### config.mk
export PLATFORM = sky130hd
export DESIGN_NAME = srs_shift_store
export DESIGN_NICKNAME = d
export VERILOG_FILES = /design/src/hw/srs_pkg.sv /design/src/hw/srs_shift_store.sv
export VERILOG_INCLUDE_DIRS = /design/src /design/src/hw
export SDC_FILE = /design/constraint.sdc
export NUM_CORES = 1
export LEC_CHECK = 0
export BUFFER_PORTS_ARGS = -buffer_cell sky130_fd_sc_hd__buf_2
export CAP_MARGIN = 20
export CELL_PAD_IN_SITES_DETAIL_PLACEMENT = 0
export CELL_PAD_IN_SITES_GLOBAL_PLACEMENT = 1
export CORE_MARGIN = 2
export CORE_UTILIZATION = 44
export CTS_CLUSTER_SIZE = 12
export DETAILED_ROUTE_END_ITERATION = 10
export PLACE_DENSITY_LB_ADDON = 0.25
export SLEW_MARGIN = 25
export SYNTH_ARGS = -nofsm -noshare
export SYNTH_HDL_FRONTEND = slang
export SYNTH_SLANG_ARGS = --single-unit
### constraint.sdc
create_clock -name sys_clk -period 1.3 [get_ports sys_clk]
set_input_delay 0.065 -clock sys_clk [delete_from_list [all_inputs] [get_ports sys_clk]]
set_output_delay 0.065 -clock sys_clk [all_outputs]
set_load 0.02 [all_outputs]
### src/hw/srs_regs.svh
// constants for the recirculating static shift register store
`ifndef SRS_REGS_SVH
`define SRS_REGS_SVH

// bits in one segment; four segments make the full store
`define SRS_SEG_BITS 128
`define SRS_NUM_SEG 4

`endif

### src/hw/srs_pkg.sv
// types for the recirculating static shift register store
package srs_pkg;

   // how the four segments are chained into registers
   typedef enum logic [1:0]
   {
      SRS_QUAD = 2'h0,
      SRS_DUAL = 2'h1,
      SRS_SINGLE = 2'h3
   } srs_cfg_t;

   // pin group driven by the external controller
   typedef struct packed
   {
      logic shift_clk;
      logic loop_back_select;
      logic [3:0] data_in;
   } srs_pins_t;

endpackage

### src/hw/srs_shift_store.sv
// recirculating static shift register store, four segments of master/slave stages
//
// Functional notes
// - store works as four 128-bit, two 256-bit or one 512-bit register
// - each register has one serial input, bit taken on clock falling edge
// - one loop-back select governs all registers: input pin or own output
// - loop-back select low: shift in the external data input bit
// - loop-back select high: output bit is written back into register input
// - clock held low keeps every stored bit; shifting resumes on restart
// - master captures while clock high, static slave takes it while low
`timescale 1ns/1ps
`include "srs_regs.svh"

module srs_shift_store
   import srs_pkg::*;
#(
   parameter srs_cfg_t CFG = SRS_QUAD,
   parameter int SEG_BITS = `SRS_SEG_BITS
)
(
   // clock and reset
   input wire logic sys_clk,
   input wire logic rst_n,
   // controller pins
   input wire srs_pins_t pins,
   // serial outputs, one per register, unused ones read zero
   output logic [3:0] data_out
);

   localparam int NSEG = `SRS_NUM_SEG;
   localparam int TOT = NSEG * SEG_BITS;

   // ==========================================
   // pin synchronisers
   // ==========================================
   srs_pins_t pins_s1_reg;
   srs_pins_t pins_s2_reg;
   logic clk_d_reg;

   always_ff @(posedge sys_clk or negedge rst_n)
   begin
      if (!rst_n)
      begin
         pins_s1_reg <= '0;
         pins_s2_reg <= '0;
         clk_d_reg <= 1'b0;
      end
      else
      begin
         pins_s1_reg <= pins;
         pins_s2_reg <= pins_s1_reg;
         clk_d_reg <= pins_s2_reg.shift_clk;
      end
   end

   logic clk_s;
   logic loop_s;
   logic [3:0] din_s;
   logic fall;

   assign clk_s = pins_s2_reg.shift_clk;
   assign loop_s = pins_s2_reg.loop_back_select;
   assign din_s = pins_s2_reg.data_in;
   // data and clock share the same synchroniser depth, so they stay aligned
   assign fall = clk_d_reg & ~clk_s;

   // ==========================================
   // register chaining
   // ==========================================
   logic [TOT-1:0] master_reg;
   logic [TOT-1:0] slave_reg;
   logic [TOT-1:0] master_next;
   logic [NSEG-1:0] seg_end;
   logic [3:0] reg_out;
   logic [3:0] src_vec;
   logic [NSEG-1:0] seg_in;

   always_comb
   begin
      for (int k = 0; k < NSEG; k++)
      begin
         seg_end[k] = slave_reg[k*SEG_BITS + SEG_BITS - 1];
      end
   end

   always_comb
   begin
      case (CFG)
         SRS_QUAD:
            reg_out = seg_end;
         SRS_DUAL:
            reg_out = {2'h0, seg_end[3], seg_end[1]};
         SRS_SINGLE:
            reg_out = {3'h0, seg_end[3]};
         default:
            reg_out = seg_end;
      endcase
   end

   assign src_vec = loop_s ? reg_out : din_s;

   // segment inputs chain segments into registers
   always_comb
   begin
      case (CFG)
         SRS_QUAD:
            seg_in = src_vec;
         SRS_DUAL:
            seg_in = {seg_end[2], src_vec[1], seg_end[0], src_vec[0]};
         SRS_SINGLE:
            seg_in = {seg_end[2], seg_end[1], seg_end[0], src_vec[0]};
         default:
            seg_in = src_vec;
      endcase
   end

   genvar g;
   generate
      for (g = 0; g < NSEG; g++)
      begin : g_seg
         assign master_next[g*SEG_BITS +: SEG_BITS] =
            {slave_reg[g*SEG_BITS +: SEG_BITS-1], seg_in[g]};
      end
   endgenerate

   // ==========================================
   // master and slave stages
   // ==========================================
   // master follows while high
   always_ff @(posedge sys_clk or negedge rst_n)
   begin
      if (!rst_n)
         master_reg <= '0;
      else if (clk_s)
         master_reg <= master_next;
   end

   always_ff @(posedge sys_clk or negedge rst_n)
   begin
      if (!rst_n)
         slave_reg <= '0;
      else if (fall)
         slave_reg <= master_reg;
   end

   // output is the last slave stage
   assign data_out = reg_out;
endmodule

==> results.md <==
* Status: finished with violations
* Violations in the final reports: negative setup slack
* Hold wc startpoint: pins[1]
* Area occupied by multi-input gates at roughly 0.012 mm²
* Register area at 0.02595 mm²
* # DRC at 0
* Port-buffer cells at 11
* Register area share after synthesis at 0.6774
* Max Slew Vio Count at 0
* First-pass GRT wire length at between 90000 and 100000 µm
* Worst r2r src: clk_s
* Fillers at approximately 7000
* Final setup vio count at 1025
* Ant. Diodes at 0
* Type of origin of the critical path: flip-flop
* Vias at between 15000 and 20000
* RR Endpoint: master_reg[165]
* Filler-free cell count of the finished design at roughly 3600
* Kind of critical path: reg2reg
* Root Buffer: clkbuf_16
* CTS tree: yes
* Initial antenna violation count at 1
* Die W at approximately 300 µm
* Setup TNS at -278.56 ns
* Clk_lat worst skew at between 0.6 and 0.7 ns
* Drt pass-1 iters at 5
* Initial core utilization at 0.4429
* Largest net degree at the start of global routing at around 100
* Post-route ant nets at 0
* Routed Wire Length at 56180 µm
* Wirelength per Cell at roughly 16 µm
* I/O pin count at 12
* CTS H-tree depth at 3
* Clk sinks at approximately 1000
* Die footprint at 0.08944 mm²
* Inst Count DP at ~3300
* Reg-to-reg slack, setup at -0.38 ns
* Final setup skew at 0.01211 ns
* Minimum clock period at between 1.5 and 2 ns
* Vias in the first global route at roughly 20000
* Final Util at 0.5161
* Nets at ~2300
* Post-synthesis instance total at approximately 2200
* Max-cap viol count at 0
* Total GRT Usage at 0.1291
* Layout area overhead at 16.51%
* RSZ-0062 raised after global routing: yes
* Leak at between 20 and 25 nW
* Highest Clock Rate at 0.5962 GHz
* Pre-CTS WS at -0.3841 ns
* Syn nets at between 2000 and 2500
* Yosys cell types at 11
* Critical path peak fanout at 43
* Final Hold Fails at 0
* Worst-path clk slew at around 0.060 ns
* CP Capture Type: flip-flop
* GRT overflow at 0
* Drt initial violations at 625
* Length in cells of the worst reg-to-reg path at 5
* Min-delay worst type: in2reg
* Required time of the critical path at approximately 1.8 ns
* Cell Pwr Density at ~1500 mW/mm²
* CP arrival at ~2.2 ns
* Fraction of layout instances using a drive strength above 1 at 0.3568
* Worst Tran Pin Value at around 0.53 ns
* Synthesis warning total at 0
* Synthesized cell area at 0.03831 mm²
* Max VDD drop at roughly 1200 µV
* Core area at a little under 0.09 mm²
* Dpl hpwl at between 30000 and 40000 µm
* Row count at about 110
* Gpl congestion at about 0.67
* Clock Tree Buf Depth at 3
* Ratio of final minimum period to clock period at 1.290
* Num CTS Buffers at around 110
* Setup WS post-layout at -0.3772 ns
* Register bit total from synthesis at a little over 1000
* Die H at ~300 µm
* Slew margin rel. at 0.6465
* Post-DR vias/cell at about 5.0
* Endpoint, Worst Hold: pins_s1_reg[1]
* Hold Path Depth at 2
* Syn Area/Cell at 17.50 µm²
==> how the worst max path moves through the flow <==
stage / start / to / slack [ns] / cells after the start
final: clk_s / master_reg[165] / -0.38 / 5
after global routing: clk_s / master_reg[16] / -0.42 / 5
after CTS: clk_s / slave_reg[457] / -0.35 / 5
after detailed placement: clk_s / slave_reg[457] / -0.38 / 4
after global placement: clk_s / slave_reg[457] / -0.35 / 4
after floorplan: clk_s / slave_reg[100] / -0.09 / 5
==> report_power, final <==
group | switching [W] | internal, W
registers | 0.000536 | 0.0334
logic | 0.00170 | 0.00181
clock network | 0.0119 | 0.0172
total | 0.0142 | 0.0524
==> cells by family (layout without fill, tap and decap cells) <==
group	Yosys count	in the layout	share of synthesized area
simple gates	5	5	0.0005553
mux	1024	1024	0.3009
compound gates	4	4	0.0005226
flops	1037	1037	0.6774
buf+inv	119	326	0.02061
==> cell usage after synthesis, drive strengths merged <==
cell type,instances,area [µm²]
mux2i,4,40.04
clkbuf,2,7.510
nor2b,1,6.260
dfrtp,1037,25950
a21oi,4,20.02
nor2,4,15.01
mux2,1020,11490
buf,117,782.0
==> stage by stage <==
stage,instance area [µm²],total power (W),hold WS (ns)
finish,44630,0.06662,0.06353
CTS,44290,0.06769,0.001188
global placement,40440,0.03762,-0.04811
global route,44630,0.06969,0.02794
floorplan,38510,0.03632,-0.2306
detailed placement,40440,0.03777,-0.04618
==> area by class of cell <==
cell class                      instances  area share
Sequential cell                      1037      0.5815
Multi-Input combinational cell       1033      0.2623
Clock buffer                          172     0.07224
Timing Repair Buffer                  138     0.04774
Tap cell                             1155     0.03238
Clock inverter                         16    0.003841
==> critical path: stages (launching register included) <==
cell	delay, ns
dfrtp_4	0.42
buf_4	0.13
buf_12	0.13
buf_12	0.17
clkbuf_16	0.30
mux2_2	0.37
==> layout by cell type (no fill, tap or decap) <==
| cell type | n |
|---|---|
| a21oi_1 | 4 |
| buf_12 | 51 |
| buf_16 | 14 |
| buf_2 | 10 |
| buf_4 | 38 |
| buf_6 | 7 |
| buf_8 | 2 |
| bufinv_16 | 2 |
| clkbuf_1 | 37 |
| clkbuf_16 | 117 |
| clkbuf_8 | 26 |
| clkinv_2 | 10 |
| clkinv_8 | 2 |
| dfrtp_1 | 1036 |
| dfrtp_4 | 1 |
| dlygate4sd3_1 | 8 |
| inv_16 | 1 |
| inv_6 | 1 |
| mux2_1 | 448 |
| mux2_2 | 537 |
| mux2_4 | 35 |
| mux2i_1 | 4 |
| nor2_1 | 4 |
| nor2b_4 | 1 |
==> per-layer routing <==
layer  track usage  wire (µm)  part of all wire  vias to the layer above
li1              -          -                 -                     7977
met1        0.1758      26400              0.47                     9398
met2        0.2091      26740              0.48                      132
met3       0.02377       1573             0.028                      109
met4       0.04571       1470             0.026                        0
met5             0          0                 0                        -
==> repair_timing <==
action                                 4_1_cts  5_1_grt
buffers inserted                             6        3
hold buffers                                 8        0
setup endpoints to repair                 1011     1027
endpoints found under the hold margin     1043        0
gates resized for setup                     46       18
cloned                                       4       11
Power figures use the tool's default switching activity.
